$ cat config.mk
export PLATFORM = sky130hd
export DESIGN_NAME = utd_tx_dma_ready
export DESIGN_NICKNAME = d
export VERILOG_FILES = /design/src/include/utd_pkg.sv /design/src/hdl/utd_tx_dma_ready.sv
export SDC_FILE = /design/constraint.sdc
export NUM_CORES = 1
export LEC_CHECK = 0
export BUFFER_PORTS_ARGS = -buffer_cell sky130_fd_sc_hd__buf_4
export CORE_MARGIN = 8
export CORE_UTILIZATION = 29
export DETAILED_ROUTE_END_ITERATION = 8
export GPL_TIMING_DRIVEN = 1
export HOLD_SLACK_MARGIN = 0.1
export PLACE_DENSITY = 0.52
export SLEW_MARGIN = 20
export SYNTH_ARGS = -nofsm -noshare
export SYNTH_HDL_FRONTEND = slang
export SYNTH_SLANG_ARGS = --single-unit
$ cat constraint.sdc
create_clock -name core_clk -period 2.73 [get_ports core_clk]
set_input_delay 0.273 -clock core_clk [delete_from_list [all_inputs] [get_ports core_clk]]
set_output_delay 0.273 -clock core_clk [all_outputs]
set_load 0.02 [all_outputs]
$ cat src/include/utd_pkg.sv
// Purpose: shared constants for the transmit dma request block
// Assumes: two serial channels, one 125 MHz clock
// Notes: depths are fixed; counts are wide enough for a full fifo
`default_nettype none

package utd_pkg;

  // channel count and storage depths
  localparam int NUM_CH = 2;
  localparam int COUNT_W = 5;
  localparam logic [COUNT_W-1:0] TX_FIFO_DEPTH = 5'h10;
  localparam logic [COUNT_W-1:0] TX_HOLD_DEPTH = 5'h01;

  // reset values
  localparam logic [COUNT_W-1:0] COUNT_RESET = 5'h00;
  localparam logic REQUEST_N_RESET = 1'b0;
  localparam logic FILLING_RESET = 1'b1;
  localparam logic FLOAT_RESET = 1'b0;
  localparam logic FIFO_EN_RESET = 1'b0;

  // dma signalling modes, picked by the mode select bit
  typedef enum logic [0:0]
  {
    UTD_MODE_SINGLE = 1'b0,
    UTD_MODE_MULTI = 1'b1
  } utd_dma_mode_e;

endpackage : utd_pkg

`default_nettype wire

$ cat src/hdl/utd_tx_dma_ready.sv
// Purpose: transmit dma request signalling for two serial channels
// Assumes: load and unload strobes are one-cycle pulses on core_clk
// Notes: float test input is asynchronous and passes a two-flop synchroniser
//
// Contract
// - each channel drives own independent request output
// - fifo mode: mode select bit picks signalling
// - fifo off: single-transfer signalling only
// - mode 0: request low when storage empty
// - mode 0: request high after first write
// - mode 1: request low when fifo empty
// - mode 1: stays low until fifo full
// - float test input releases both request pins, fill levels stay driven
`default_nettype none

module utd_tx_dma_ready
  import utd_pkg::*;
(
  // clock and reset
  input wire logic core_clk,
  input wire logic reset,
  // board test float control, asynchronous pin
  input wire logic output_float_test,
  // channel 0 control bits from its fifo_control_reg
  input wire logic ch0_fifo_enable_bit,
  input wire logic ch0_dma_signal_mode_bit,
  // channel 0 transmitter strobes
  input wire logic ch0_char_load,
  input wire logic ch0_char_unload,
  // channel 0 request pin and fill level
  output var logic ch0_tx_dma_request_n,
  output var logic ch0_tx_dma_request_oe,
  output var logic [COUNT_W-1:0] ch0_tx_fill_level,
  // channel 1 control bits from its fifo_control_reg
  input wire logic ch1_fifo_enable_bit,
  input wire logic ch1_dma_signal_mode_bit,
  // channel 1 transmitter strobes
  input wire logic ch1_char_load,
  input wire logic ch1_char_unload,
  // channel 1 request pin and fill level
  output var logic ch1_tx_dma_request_n,
  output var logic ch1_tx_dma_request_oe,
  output var logic [COUNT_W-1:0] ch1_tx_fill_level
);

  // storage depth in the current mode
  function automatic logic [COUNT_W-1:0] depth_of(input logic fifo_on);
    depth_of = fifo_on ? TX_FIFO_DEPTH : TX_HOLD_DEPTH;
  endfunction

  // empty test, shared by refusal, hysteresis and request terms
  function automatic logic is_empty(input logic [COUNT_W-1:0] level);
    is_empty = (level == COUNT_RESET);
  endfunction

  // full test against the depth of the current mode
  function automatic logic is_full(input logic [COUNT_W-1:0] level, input logic [COUNT_W-1:0] depth);
    is_full = (level >= depth);
  endfunction

  // effective signalling mode
  function automatic utd_dma_mode_e mode_of(input logic fifo_on, input logic sel);
    if (fifo_on && sel)
    begin
      mode_of = UTD_MODE_MULTI;
    end
    else
    begin
      mode_of = UTD_MODE_SINGLE;
    end
  endfunction

  // per-channel views of the ports
  logic [NUM_CH-1:0] fifo_en_in;
  logic [NUM_CH-1:0] mode_sel_in;
  logic [NUM_CH-1:0] load_in;
  logic [NUM_CH-1:0] unload_in;

  assign fifo_en_in = {ch1_fifo_enable_bit, ch0_fifo_enable_bit};
  assign mode_sel_in = {ch1_dma_signal_mode_bit, ch0_dma_signal_mode_bit};
  assign load_in = {ch1_char_load, ch0_char_load};
  assign unload_in = {ch1_char_unload, ch0_char_unload};

  // synchroniser for the float pin
  // two flops: the test pin is not timed to core_clk
  logic float_meta;
  logic float_sync;
  logic next_float_meta;
  logic next_float_sync;

  always_comb
  begin
    next_float_meta = output_float_test;
    next_float_sync = float_meta;
  end

  always_ff @(posedge core_clk)
  begin
    if (reset)
    begin
      float_meta <= FLOAT_RESET;
      float_sync <= FLOAT_RESET;
    end
    else
    begin
      float_meta <= next_float_meta;
      float_sync <= next_float_sync;
    end
  end

  // per-channel state
  logic [COUNT_W-1:0] count [NUM_CH];
  logic [NUM_CH-1:0] filling;
  logic [NUM_CH-1:0] fifo_en_last;
  logic [NUM_CH-1:0] request_n;
  logic [NUM_CH-1:0] request_oe;
  logic [COUNT_W-1:0] next_count [NUM_CH];
  logic [NUM_CH-1:0] next_filling;
  logic [NUM_CH-1:0] next_fifo_en_last;
  logic [NUM_CH-1:0] next_request_n;
  logic [NUM_CH-1:0] next_request_oe;

  always_comb
  begin
    for (int ch = 0; ch < NUM_CH; ch++)
    begin
      logic [COUNT_W-1:0] depth;
      logic do_load;
      logic do_unload;
      depth = depth_of(fifo_en_in[ch]);
      // a load into full storage is dropped, an unload from empty too
      do_load = load_in[ch] && !is_full(count[ch], depth);
      do_unload = unload_in[ch] && !is_empty(count[ch]);
      next_fifo_en_last[ch] = fifo_en_in[ch];
      if (fifo_en_in[ch] != fifo_en_last[ch])
      begin
        // switching fifo mode flushes the transmit side
        next_count[ch] = COUNT_RESET;
      end
      else if (do_load && !do_unload)
      begin
        next_count[ch] = count[ch] + 5'h01;
      end
      else if (do_unload && !do_load)
      begin
        next_count[ch] = count[ch] - 5'h01;
      end
      else
      begin
        next_count[ch] = count[ch];
      end
      // multi-transfer hysteresis, tracked always so a mode switch is clean
      if (is_empty(next_count[ch]))
      begin
        next_filling[ch] = 1'b1;
      end
      else if (is_full(next_count[ch], depth))
      begin
        next_filling[ch] = 1'b0;
      end
      else
      begin
        next_filling[ch] = filling[ch];
      end
      // built from next values so pin and level move together
      unique case (mode_of(fifo_en_in[ch], mode_sel_in[ch]))
        UTD_MODE_SINGLE:
        begin
          // low only while empty, high after the first load
          next_request_n[ch] = !is_empty(next_count[ch]);
        end
        UTD_MODE_MULTI:
        begin
          next_request_n[ch] = !next_filling[ch];
        end
      endcase
      // float drops only the enable, the request keeps tracking
      next_request_oe[ch] = !float_sync;
    end
  end

  always_ff @(posedge core_clk)
  begin
    if (reset)
    begin
      for (int ch = 0; ch < NUM_CH; ch++)
      begin
        count[ch] <= COUNT_RESET;
      end
      filling <= {NUM_CH{FILLING_RESET}};
      fifo_en_last <= {NUM_CH{FIFO_EN_RESET}};
      request_n <= {NUM_CH{REQUEST_N_RESET}};
      request_oe <= {NUM_CH{!FLOAT_RESET}};
    end
    else
    begin
      for (int ch = 0; ch < NUM_CH; ch++)
      begin
        count[ch] <= next_count[ch];
      end
      filling <= next_filling;
      fifo_en_last <= next_fifo_en_last;
      request_n <= next_request_n;
      request_oe <= next_request_oe;
    end
  end

  // each pin sees only its own channel
  // enable high means the pin is driven
  assign ch0_tx_dma_request_n = request_n[0];
  assign ch1_tx_dma_request_n = request_n[1];
  assign ch0_tx_dma_request_oe = request_oe[0];
  assign ch1_tx_dma_request_oe = request_oe[1];
  assign ch0_tx_fill_level = count[0];
  assign ch1_tx_fill_level = count[1];

endmodule // utd_tx_dma_ready

`default_nettype wire

# == Word-level counts from Yosys, hierarchy flattened ==
# Memories as Yosys holds them, arrays and structs flattened.
# Index checks and enable logic that the tools add are counted.
# op_classes
n_mul,0
n_bitwise,4
n_eq_ne,2
order_cmp,4
n_shift,0
n_addsub,4
div_mod_pow,0
reduce_logical,27
mux,21
# op_table
cell,count
$mux 5,10
$ge 5x5->1,4
$logic_not 5->1,4
$logic_not 1->1,13
$add 5x1->5 const B,2
$logic_and 1x1->1,10
$sub 5x1->5 const B,2
$mux 1,9
$pmux 1 s2,2
$ne 1x1->1,2
$not 1->1,2
$or 1x1->1,2
# word_totals
ram_bits,10
regBits,9
output_inout_bits,14
latch_bits,0
memories,1
rom_bits,0
inputBits,11
elab_cells,69
# mem_list
name,depth,word_bits,read_ports,rd_ports_with_merged_regs,write_ports,line_no,source
count,2,5,2,0,2,utd_tx_dma_ready.sv:112,logic [COUNT_W-1:0] count [NUM_CH];

# == Longest topological paths before layout ==
# Gate-level depths: netlist of run 1.
# depth
ltp_word,14
mapped_depth,9
mapped_depth_nobuf,8

# == Worst setup path after synthesis of run 1 ==
# Ideal clock, no wire load.
# synth_timing
kind,flip-flop to flip-flop
start,memory count[0][0]
end,register request_n[0]
setup_slack_ns,0.287
required_time_ns,2.597
stages_incl_launch_ff,10
period_less_slack_ns,2.443
path_buffers,1
setup_time_ns,0.133
arrival_time_ns,2.310
cell_sequence,dfxtp_1 -> inv_1 -> ha_1 -> or4b_4 -> and2_4 -> buf_6 -> xnor2_1 -> or3_1 -> a2111oi_2 -> a211oi_1
# synth_rtl
item,line_no,source
from (decl),utd_tx_dma_ready.sv:112,
to (signal assigned),utd_tx_dma_ready.sv:192,request_n <= {NUM_CH{REQUEST_N_RESET}};
to (signal assigned),utd_tx_dma_ready.sv:203,request_n <= next_request_n;
to (decl),utd_tx_dma_ready.sv:115,logic [NUM_CH-1:0] request_n;

==> results.md, run 1 <==
- Max Fanout on Critical Path: 8
- Synthesized net count: around 160
- CP top delay family: simple AND/OR/NAND/NOR gates
- Grt ovf: 0
- Max-slew violation count: 0
- Yosys warnings: 0
- RSZ-0062 raised after global routing: no
- Avg Cell Area, Syn: ~9.1 µm²
- Buffers and inverters on the worst path: 1
- CP arrival: about 2.6 ns
- Gr usage total: approximately 8.8%
- Register area share after synthesis: 30.6%
- Setup TNS: 0 ns
- Max clock buf depth: 2
- Crit path cell chain: inv_1, ha_1, or4b_4, and2_4, xnor2_1, or3_1, a2111oi_2, a211oi_1
- Final Setup Violations: 0
- CTS HTree Levels: 1
- Worst slack, placed: 0.199 ns
- FMAX: 400 MHz
- Startpoint Class: flop
- Vias in the first global route: approximately 1100
- Post-CTS setup buffer count: 0
- Routed wire per std cell: 13.2 µm
- Post-Route WL: 2.83 mm
- Reg area: approximately 380 µm²
- Post-synthesis mux area share: under 10%
- Fin crit share: 91.7%
- Async S/R FF share, synth: 0%
- Synth Instances: about 140
- DR pass1 iterations: 4
- Multi-input gate area: around 800 µm²
- Req. time, crit path: 2.86 ns
- Simple-Gate Fraction of Synth Area: about a quarter
- Post-CTS sizing: 0
- Cell Rows: 24
- Compound-Gate Fraction of Synth Area: 16.7%
- Status: finished, final reports clean
- CTS tree: done
- Layout Area Growth over Synthesis: 22.3%
- DIE AREA: 0.00663 mm²
- Setup Crit Path Kind: reg -> reg
- Core area: about 0.0042 mm²
- Initial Utilization: between 20% and 30%
- Top Ports: 25
- Die height: roughly 80 µm
- FILL cells: roughly 450
- Post-synth EDFFs: 0
- Met3 Track Usage GR: under 10%
- CP peak stage delay: about 0.49 ns
- Die width: approximately 81 µm
- Combinational family with the most area after synthesis: simple AND/OR/NAND/NOR gates
- Drt via density: 5.07
- Residual DRC: 0
- Cts bufs inserted: 3
- PnR worst setup slack: 0.228 ns
- Reg clk slew, reported paths: roughly 0.07 ns
- Global-route wire length before repair: roughly 4.7 mm
- Port-buffer cells: 24
- Finished Core Util: 35.9%
- P per Cell Area: around 540 mW/mm²
- Critical-path top delay cell: or4b_4
- Fin crit period: 2.50 ns
- Library cells used by synthesis: 42
- Mapped cell area: ~0.0012 mm²
- Post-route ant nets: 0
- FF+latch count, synth: 19
- Worst Clk Skew: around 0.0043 ns
- Initial antenna violation count: 0
- CTS root buf: clkbuf_8
- Leakage Power: ~0.66 nW
- Hold-fix buffers, CTS: 0
- Top post-synthesis cells by area: dfxtp_1, ha_1, nor2b_1
- Pin count of the biggest net entering global routing: 13
- Via Count: 1090
- Total of max-cap violations: 0
- Layout cells sized above 1: roughly 22%
- Ant diodes: 0
- Post-DP HPWL: around 2.3 mm
- Critical path endpoint category: flop
- Min-Delay Path Class: in -> reg
- DRT iter0 DRCs: between 40 and 50
- Met1 usage: approximately a tenth
- Gr busiest metal: met2
- Later-pin clock latency in the skew report: roughly 0.25 ns
- # clock sinks: 19
- Synth top area share: 30.6%
- GPL Wtd Cong: 0.856
- Max IR drop VDD: ~0.18 mV
- Post-Synth Adder-Cell Area: between 10% and 20%
- Post-synth top flop: dfxtp_1
- Xor/xnor share of the synthesized area: under 10%
- Met2 Use GR: ~15%
- Final net count: approximately 190
- Final number of hold-violating endpoints: 0
- Slew @ Worst Pin: around 0.65 ns
- Largest area contributor in the netlist: dfxtp_1
- Relative slew slack: between 50% and 60%
==> per-stage QoR <==
| stage | instance area (µm²) | instances | hold WS (ns) | power (mW) |
|---|---|---|---|---|
| 6_report | 1520 | 215 | 0.209 | 0.827 |
| 5_1_grt | 1520 | 215 | 0.197 | 0.890 |
| 4_1_cts | 1520 | 215 | 0.205 | 0.843 |
| 3_5_place_dp | 1470 | 211 | 0.369 | 0.646 |
| 3_3_place_gp | 1470 | 211 | 0.359 | 0.641 |
| 2_1_floorplan | 1240 | 137 | 0.340 | 0.565 |
==> layout make-up <==
cell class / count / share of cell area [%]
repair buffers: 25 / 12.4
flip-flops and latches: 19 / 25.0
multi-input cells: 106 / 53.0
well taps: 52 / 4.28
inverters: 9 / 2.22
clock buffers: 3 / 2.72
clock inverters: 1 / 0.329
==> layout by cell type (no fill, tap or decap), types with 3 or more instances in the layout <==
cell type,n
a211oi_1,5
a21oi_1,4
buf_4,25
clkbuf_8,3
dfxtp_1,19
ha_1,10
inv_1,9
mux2i_1,3
nand2_1,3
nand2b_1,4
nand3_1,7
nor2_1,13
nor2b_1,10
nor3b_1,4
or3_1,4
xnor2_1,6
xor2_1,5
==> flip-flops by register name, summed over array words and instances, names as in the netlist <==
signal        count
count            10
fifo_en_last      2
filling           2
request_n         2
float_meta        1
float_sync        1
request_oe        1
==> cell usage after synthesis (4+ instances only) <==
| cell | n |
|---|---|
| dfxtp_1 | 19 |
| nor2_1 | 13 |
| ha_1 | 10 |
| nor2b_1 | 10 |
| inv_1 | 9 |
| nand3_1 | 7 |
| xnor2_1 | 6 |
| a211oi_1 | 5 |
| xor2_1 | 5 |
| a21oi_1 | 4 |
| nand2b_1 | 4 |
| nor3b_1 | 4 |
| or3_1 | 4 |
==> layer usage <==
layer / vias to the layer above / share of wire (%) / wire, µm
li1: 544 / - / -
met1: 509 / 43 / 1200
met2: 33 / 49 / 1390
met3: 4 / 6.4 / 182
met4: 0 / 1.8 / 52
met5: - / 0 / 0
==> cells by family after synthesis <==
family | count (synthesis)
simple gates | 55
compound gates | 25
flops | 19
buf+inv | 12
fa+ha+maj | 12
xor+xnor | 11
mux | 3
==> worst register-to-register path, cell delays in order (launching register included) <==
cell and delay (ns):
dfxtp_1 0.39, inv_1 0.14, ha_1 0.19, or4b_4 0.49, and2_4 0.20, xnor2_1 0.15
or3_1 0.36, a2111oi_2 0.36, a211oi_1 0.10
==> worst paths after layout <==
path,from,end,slack (ns),depth (start not counted)
setup / recovery,count[0][0]$_SDFF_PP0_,request_n[0]$_SDFF_PP0_,0.23,8
hold / removal,ch0_dma_signal_mode_bit,request_n[0]$_SDFF_PP0_,0.21,2
setup reg to reg,count[0][0]$_SDFF_PP0_,request_n[0]$_SDFF_PP0_,0.23,8
hold reg to reg,float_sync$_SDFF_PP0_,request_oe[0]$_SDFF_PP1_,0.38,1
==> power by group <==
part,leakage [nW],internal [mW],total [mW],switching (mW)
clock,0.0255,0.101,0.189,0.0883
sequential,0.155,0.300,0.327,0.0271
combinational,0.482,0.150,0.310,0.161
total,0.662,0.551,0.827,0.276
No activity file was read; power rests on OpenSTA's default activity.
==> inputs of run 2 (changes only) <==
--- a/config.mk
+++ b/config.mk
@@ -5,13 +5,14 @@
 export SDC_FILE = /design/constraint.sdc
 export NUM_CORES = 1
 export LEC_CHECK = 0
+export ABC_AREA = 1
 export BUFFER_PORTS_ARGS = -buffer_cell sky130_fd_sc_hd__buf_4
 export CORE_MARGIN = 8
 export CORE_UTILIZATION = 29
 export DETAILED_ROUTE_END_ITERATION = 8
 export GPL_TIMING_DRIVEN = 1
 export HOLD_SLACK_MARGIN = 0.1
-export PLACE_DENSITY = 0.52
+export PLACE_DENSITY = 0.51
 export SLEW_MARGIN = 20
 export SYNTH_ARGS = -nofsm -noshare
 export SYNTH_HDL_FRONTEND = slang
==> run 2 against run 1 <==
Against the previous run:
- synthesized area increased by 15%
- register-to-register slack improved by 0.45 ns
- global-route usage rose by 0.10 points
- maximum frequency is 22% higher
- sequential share of layout area down 2.9 points
- flip-flop and latch count did not move
- synthesized cell count is 46% higher
- clock skew is 0.0023 ns lower
- cell area up 13%
- die area up 12%
- hold slack better by 0.0028 ns
==> results.md, run 2 <==
- Post-route ant nets: 0 (unchanged)
- Critical path endpoint category: flop (unchanged)
- Commonest non-fill, non-tap cell in the layout: nand2_1 (was buf_4)
- Ant diodes: 0 (unchanged)
- P per Cell Area: 519 mW/mm² (was 544 mW/mm²)
- Gr usage total: 8.89% (was 8.79%)
- Worst Clk Skew: 0.00196 ns (was 0.00430 ns)
- FMAX: 487 MHz (was 400 MHz)
- Reg clk slew, reported paths: 0.07 ns (about the same)
- Hold Slack: 0.212 ns (was 0.209 ns)
- Fin crit period: 2.05 ns (was 2.50 ns)
- Synth top area share: 26.7% (was 30.6%)
- CTS tree: done (unchanged)
- Synth top cells by count: nand2_1, inv_1, nand3_1, dfxtp_1, nor2_1 (was dfxtp_1, nor2_1, ha_1, nor2b_1, inv_1)
- Relative slew slack: 65.6% (was 56.3%)
- Global-route wire length before repair: 5.55 mm (was 4.75 mm)
- Max Fanout on Critical Path: 6 (was 8)
- Post-DP HPWL: 2.47 mm (was 2.26 mm)
- PnR worst setup slack: 0.676 ns (was 0.228 ns)
- Port-buffer cells: 24 (unchanged)
- Avg Cell Area, Syn: 7.11 µm² (was 9.07 µm²)
- Post-CTS setup buffer count: 0 (unchanged)
- Leakage Power: 0.950 nW (was 0.662 nW)
- Top post-synthesis cells by area: dfxtp_1, nand2_1, ha_1 (was dfxtp_1, ha_1, nor2b_1)
- Hold-fix buffers, CTS: 0 (unchanged)
- Routed wire per std cell: 10.3 µm (was 13.2 µm)
- Startpoint Class: flop (unchanged)
- Post-CTS sizing: 0 (unchanged)
- Worst slack, placed: 0.694 ns (was 0.199 ns)
- Cell Rows: 25 (was 24)
- Cts bufs inserted: 3 (unchanged)
- Reg2Reg Depth: 16 (was 8)
- DRT iter0 DRCs: 62 (was 42)
- Via Count: 1278 (was 1090)
- Top Ports: 25 (unchanged)
- Post-synth EDFFs: 0 (unchanged)
- DIE AREA: 0.00740 mm² (was 0.00663 mm²)
- Die height: 86.0 µm (was 81.5 µm)
- GPL Wtd Cong: 0.870 (was 0.856)
- Pin count of the biggest net entering global routing: 16 (was 13)
- Final Setup Violations: 0 (unchanged)
- # clock sinks: 19 (unchanged)
- Largest area contributor in the netlist: dfxtp_1 (unchanged)
- Status: finished, final reports clean (unchanged)
- Initial Utilization: 30.1% (was 29.3%)
- Slew @ Worst Pin: 0.513 ns (was 0.650 ns)
- Die width: 86.0 µm (was 81.5 µm)
- Layout cells sized above 1: 27.4% (was 22.1%)
- Total of max-cap violations: 0 (unchanged)
- Register area share after synthesis: 26.7% (was 30.6%)
- Layout Area Growth over Synthesis: 21.0% (was 22.3%)
- Core area: 0.00472 mm² (was 0.00423 mm²)
- DR pass1 iterations: 4 (unchanged)
- Min-Delay Path Class: in -> reg (unchanged)
- Dominant cell by count in the synthesized netlist: nand2_1 (was dfxtp_1)
- Max clock buf depth: 2 (unchanged)
- Commonest cells after routing, fill and taps aside: nand2_1, inv_1, nand3_1, buf_4, dfxtp_1 (was buf_4, dfxtp_1, nor2_1)
- RSZ-0062 raised after global routing: no (unchanged)
- Finished Core Util: 36.5% (was 35.9%)
- Largest register FFs: 10 (unchanged)
- CTS root buf: clkbuf_8 (unchanged)
- Setup Crit Path Kind: reg -> reg (unchanged)
- Yosys warnings: 0 (unchanged)
- FILL cells: 524 (was 445)
- Grt ovf: 0 (unchanged)
- Final net count: 248 (was 185)
- Post-synth top flop: dfxtp_1 (unchanged)
- Later-pin clock latency in the skew report: 0.26 ns (was 0.25 ns)
- Initial antenna violation count: 0 (unchanged)
- FF+latch count, synth: 19 (unchanged)
- Pwr Total: 0.893 mW (was 0.827 mW)
- Synthesized net count: 221 (was 158)
- Mapped cell area: 0.00142 mm² (was 0.00124 mm²)
- CP arrival: 2.21 ns (was 2.63 ns)
- Setup TNS: 0 ns (unchanged)
- Max-slew violation count: 0 (unchanged)
- Final number of hold-violating endpoints: 0 (unchanged)
- CTS HTree Levels: 1 (unchanged)
- Residual DRC: 0 (unchanged)
- Largest Register: count (unchanged)
- Library cells used by synthesis: 26 (was 42)
- Async S/R FF share, synth: 0% (unchanged)
- Fin crit share: 75.2% (was 91.7%)
- Post-Route WL: 3.03 mm (was 2.83 mm)
- Req. time, crit path: 2.89 ns (was 2.86 ns)
- Drt via density: 4.36 (was 5.07)
- Hold Path Depth: 3 (was 2)
- Vias in the first global route: 1231 (was 1110)
- Max IR drop VDD: 0.337 mV (was 0.179 mV)
- Synth Instances: 200 (was 137)
-- run 2: cell count changes in the layout (fill, tap and decap cells not counted), moves of 5 or more --
cell      delta
a211oi_1     -5
nand2_1     +44
nand2_2      +6
nand3_1     +17
inv_1       +19
xnor2_1      -5
nand3_2     +10
nand4_1      +8
nand2_4      +7
nor2b_1     -10
-- run 2: final cells by class --
type | instances | area, µm² | share of cell area [%]
Multi-Input combinational cell | 148 | 912 | 53.0
Tap cell | 67 | 83.8 | 4.87
Timing Repair Buffer | 24 | 180 | 10.5
Sequential cell | 19 | 380 | 22.1
Clock inverter | 1 | 5.00 | 0.291
Inverter | 31 | 119 | 6.90
Clock buffer | 3 | 41.3 | 2.40
-- run 2: power by group --
part	switching (mW)	total (mW)	leakage, nW	internal, mW
logic	0.224	0.365	0.769	0.141
registers	0.0230	0.328	0.156	0.305
clock network	0.0983	0.200	0.0255	0.102
-- run 2: metrics by stage --
step           instance area, µm²  instances
2_1_floorplan                1420        200
3_3_place_gp                 1680        289
3_5_place_dp                 1680        289
4_1_cts                      1720        293
5_1_grt                      1720        293
6_report                     1720        293
-- run 2: path summary, 6_finish.rpt --
kind                          startpoint                       end  slack [ns]
hold / removal         output_float_test     float_meta$_SDFF_PP0_        0.21
hold reg to reg    float_sync$_SDFF_PP0_  request_oe[0]$_SDFF_PP1_        0.38
setup reg to reg  count[0][5]$_SDFF_PP0_   request_n[1]$_SDFF_PP0_        0.68
setup / recovery  count[0][5]$_SDFF_PP0_   request_n[1]$_SDFF_PP0_        0.68
-- run 2: cells by family after synthesis --
| group | count (synthesis) | synth area share [%] |
|---|---|---|
| AO/OA/AOI/OAI | 4 | 2.11 |
| XOR/XNOR | 3 | 1.85 |
| adder cells (fa/ha/maj) | 10 | 8.80 |
| buffers and inverters | 33 | 9.15 |
| flip-flops | 19 | 26.7 |
| AND/OR/NAND/NOR | 131 | 51.4 |
-- run 2: layer usage --
metal  vias up  global-route usage, %  routed length (µm)
li1        692                      -                   -
met1       562                   11.3                1520
met2        22                   14.5                1370
met3         2                   2.10                 123
met4         0                   2.39                  21
met5         -                      0                   0
-- run 2: critical path, cell delays in order (launching register included) --
cell and delay [ns]:
dfxtp_1 0.43, inv_1 0.13, ha_1 0.28, inv_1 0.07, nand4_2 0.13, nand2_4 0.12, nand3_2 0.14, nand2_1 0.10
nand2_1 0.06, nand3_2 0.07, nand2_1 0.07, nor2_1 0.09, nand2_1 0.06, nand2_1 0.05, nand2_1 0.05, nand2_2 0.05
nand2_1 0.05
==> inputs of run 3 (changes only) <==
==> constraint.sdc (replaced) <==
create_clock -name core_clk -period 2.1 [get_ports core_clk]
set_input_delay 0.21 -clock core_clk [delete_from_list [all_inputs] [get_ports core_clk]]
set_output_delay 0.21 -clock core_clk [all_outputs]
set_load 0.02 [all_outputs]
==> run 3 against run 2 <==
Against the previous run:
- cell area grew 4.5%
- sequential power grew 28%
- flip-flop and latch count is the same
- critical path depth shrank 2
- clock power grew 25%
- combinational power grew 39%
- core utilization grew 1.6 points
==> results.md, run 3 (synthesized netlist as in run 2, its figures left out) <==
- Drt via density: 4.28 (was 4.36)
- Top Ports: 25 (unchanged)
- Setup TNS: 0 ns (unchanged)
- P per Cell Area: 656 mW/mm² (was 519 mW/mm²)
- Post-DP HPWL: 2.57 mm (was 2.47 mm)
- Pin count of the biggest net entering global routing: 16 (unchanged)
- FILL cells: 499 (was 524)
- Global-route wire length before repair: 5.42 mm (was 5.55 mm)
- Max-slew violation count: 0 (unchanged)
- Residual DRC: 0 (unchanged)
- Startpoint Class: flop (unchanged)
- Commonest cells after routing, fill and taps aside: nand2_1, buf_4, inv_1 (was nand2_1, inv_1, nand3_1, buf_4, dfxtp_1)
- Later-pin clock latency in the skew report: 0.25 ns (was 0.26 ns)
- Initial Utilization: 30.1% (unchanged)
- Slew @ Worst Pin: 0.586 ns (was 0.513 ns)
- Post-Route WL: 3.08 mm (was 3.03 mm)
- Final number of hold-violating endpoints: 0 (unchanged)
- CTS HTree Levels: 1 (unchanged)
- Relative slew slack: 60.7% (was 65.6%)
- Req. time, crit path: 2.25 ns (was 2.89 ns)
- Max IR drop VDD: 0.521 mV (was 0.337 mV)
- Max Fanout on Critical Path: 7 (was 6)
- Hold Slack: 0.158 ns (was 0.212 ns)
- Reg power frac: 35.7% (was 36.7%)
- Cell Rows: 25 (unchanged)
- Ant diodes: 0 (unchanged)
- Gr usage total: 8.87% (was 8.89%)
- Worst Clk Skew: 0.00603 ns (was 0.00196 ns)
- Die height: 86.0 µm (unchanged)
- Status: finished, final reports clean (unchanged)
- Layout Area Growth over Synthesis: 26.5% (was 21.0%)
- Largest Register: count (unchanged)
- Fin crit period: 1.92 ns (was 2.05 ns)
- Final Cell Area: 0.00180 mm² (was 0.00172 mm²)
- GPL Wtd Cong: 0.838 (was 0.870)
- Switching portion of total power: 38.0% (was 38.6%)
- Die width: 86.0 µm (unchanged)
- Port-buffer cells: 24 (unchanged)
- Placed cell areas: 0.00171 mm² (was 0.00168 mm²)
- Post-route ant nets: 0 (unchanged)
- Cts bufs inserted: 3 (unchanged)
- FMAX: 520 MHz (was 487 MHz)
- Layout cells sized above 1: 32.3% (was 27.4%)
- DR pass1 iterations: 4 (unchanged)
- Largest register FFs: 10 (unchanged)
- Initial antenna violation count: 0 (unchanged)
- Leakage Power: 0.988 nW (was 0.950 nW)
- Fin crit share: 91.6% (was 75.2%)
- Total of max-cap violations: 0 (unchanged)
- Via Count: 1281 (was 1278)
- Switching power: 0.448 mW (was 0.345 mW)
- Final Setup Violations: 0 (unchanged)
- Vias in the first global route: 1244 (was 1231)
- CP arrival: 2.07 ns (was 2.21 ns)
- Power Internal: 0.732 mW (was 0.548 mW)
- Finished Core Util: 38.1% (was 36.5%)
- Hold-fix buffers, CTS: 0 (unchanged)
- Commonest non-fill, non-tap cell in the layout: nand2_1 (unchanged)
- Grt ovf: 0 (unchanged)
- Routed wire per std cell: 10.3 µm (about the same)
- CTS tree: done (unchanged)
- # clock sinks: 19 (unchanged)
- CTS root buf: clkbuf_8 (unchanged)
- Clk pwr share: 21.3% (was 22.4%)
- Max clock buf depth: 2 (unchanged)
- Final net count: 254 (was 248)
- Reg clk slew, reported paths: 0.07 ns (about the same)
- DRT iter0 DRCs: 54 (was 62)
- Critical path endpoint category: flop (unchanged)
- RSZ-0062 raised after global routing: yes (was no)
- Reg area: 387 µm² (was 380 µm²)
- Logic pwr share: 43.0% (was 40.9%)
- DIE AREA: 0.00740 mm² (unchanged)
- Multi-input gate area: 940 µm² (was 912 µm²)
- Setup Crit Path Kind: reg -> reg (unchanged)
- Core area: 0.00472 mm² (unchanged)
- Min-Delay Path Class: in -> reg (unchanged)
[run 3: cell count changes in the layout (fill, tap and decap cells not counted), moves of 2 or more]
cell and delta:
dfxtp_1 -3, dfxtp_2 +2, nand3_2 +3, nand3_1 -4, buf_4 +6
[run 3: final cells by class]
type | instances | area share, %
multi-input cells | 148 | 52.2
flip-flops and latches | 19 | 21.5
repair buffers | 30 | 12.5
inverters | 31 | 6.61
well taps | 67 | 4.66
clock buffers | 4 | 2.50
[run 3: final timing paths]
kind	startpoint	end	slack, ns	cells past startpoint
worst max-delay path	count[0][0]$_SDFF_PP0_	request_n[0]$_SDFF_PP0_	0.18	14
worst max register to register	count[0][0]$_SDFF_PP0_	request_n[0]$_SDFF_PP0_	0.18	14
worst min-delay path	output_float_test	float_meta$_SDFF_PP0_	0.16	3
worst min register to register	float_sync$_SDFF_PP0_	request_oe[0]$_SDFF_PP1_	0.38	1
[run 3: per-stage QoR]
stage                     total power, mW  setup slack, ns  cells
after floorplan                     0.794            0.113    200
after global placement              0.927           0.0122    293
after detailed placement            0.926           0.0320    293
after CTS                            1.19           0.0206    297
after global routing                 1.28          -0.0137    299
final                                1.18            0.176    299
[run 3: layer usage]
layer / part of all wire, % / global-route usage (%) / routed length (µm) / up-vias
li1: - / - / - / 709
met1: 50 / 10.7 / 1540 / 555
met2: 45 / 14.5 / 1390 / 15
met3: 3.7 / 2.67 / 114 / 2
met4: 1.2 / 3.03 / 38 / 0
met5: 0 / 0 / 0 / -
[run 3: power groups by stage]
stage | combinational [mW] | clock (mW) | sequential (mW)
after floorplan | 0.333 | 0 | 0.460
after global placement | 0.497 | 0 | 0.431
after detailed placement | 0.497 | 0 | 0.429
after CTS | 0.499 | 0.267 | 0.420
after global routing | 0.574 | 0.285 | 0.425
final | 0.507 | 0.251 | 0.421
[run 3: what timing repair did]
item / CTS / global route
setup endpoints to repair: 0 / 3
buffers inserted: 0 / 2
gates resized for setup: 0 / 10
[run 3: critical path, cell delays in order, from the launching register on]
cell      delay [ns]
dfxtp_4         0.37
inv_1           0.09
ha_1            0.29
nand2_2         0.07
nand3_2         0.09
nand2_4         0.12
nand4_1         0.12
nand2_1         0.09
nand2_1         0.04
nand3_1         0.11
nand3_2         0.11
o21bai_1        0.15
nand2_1         0.07
nand2_2         0.06
nand2_1         0.04
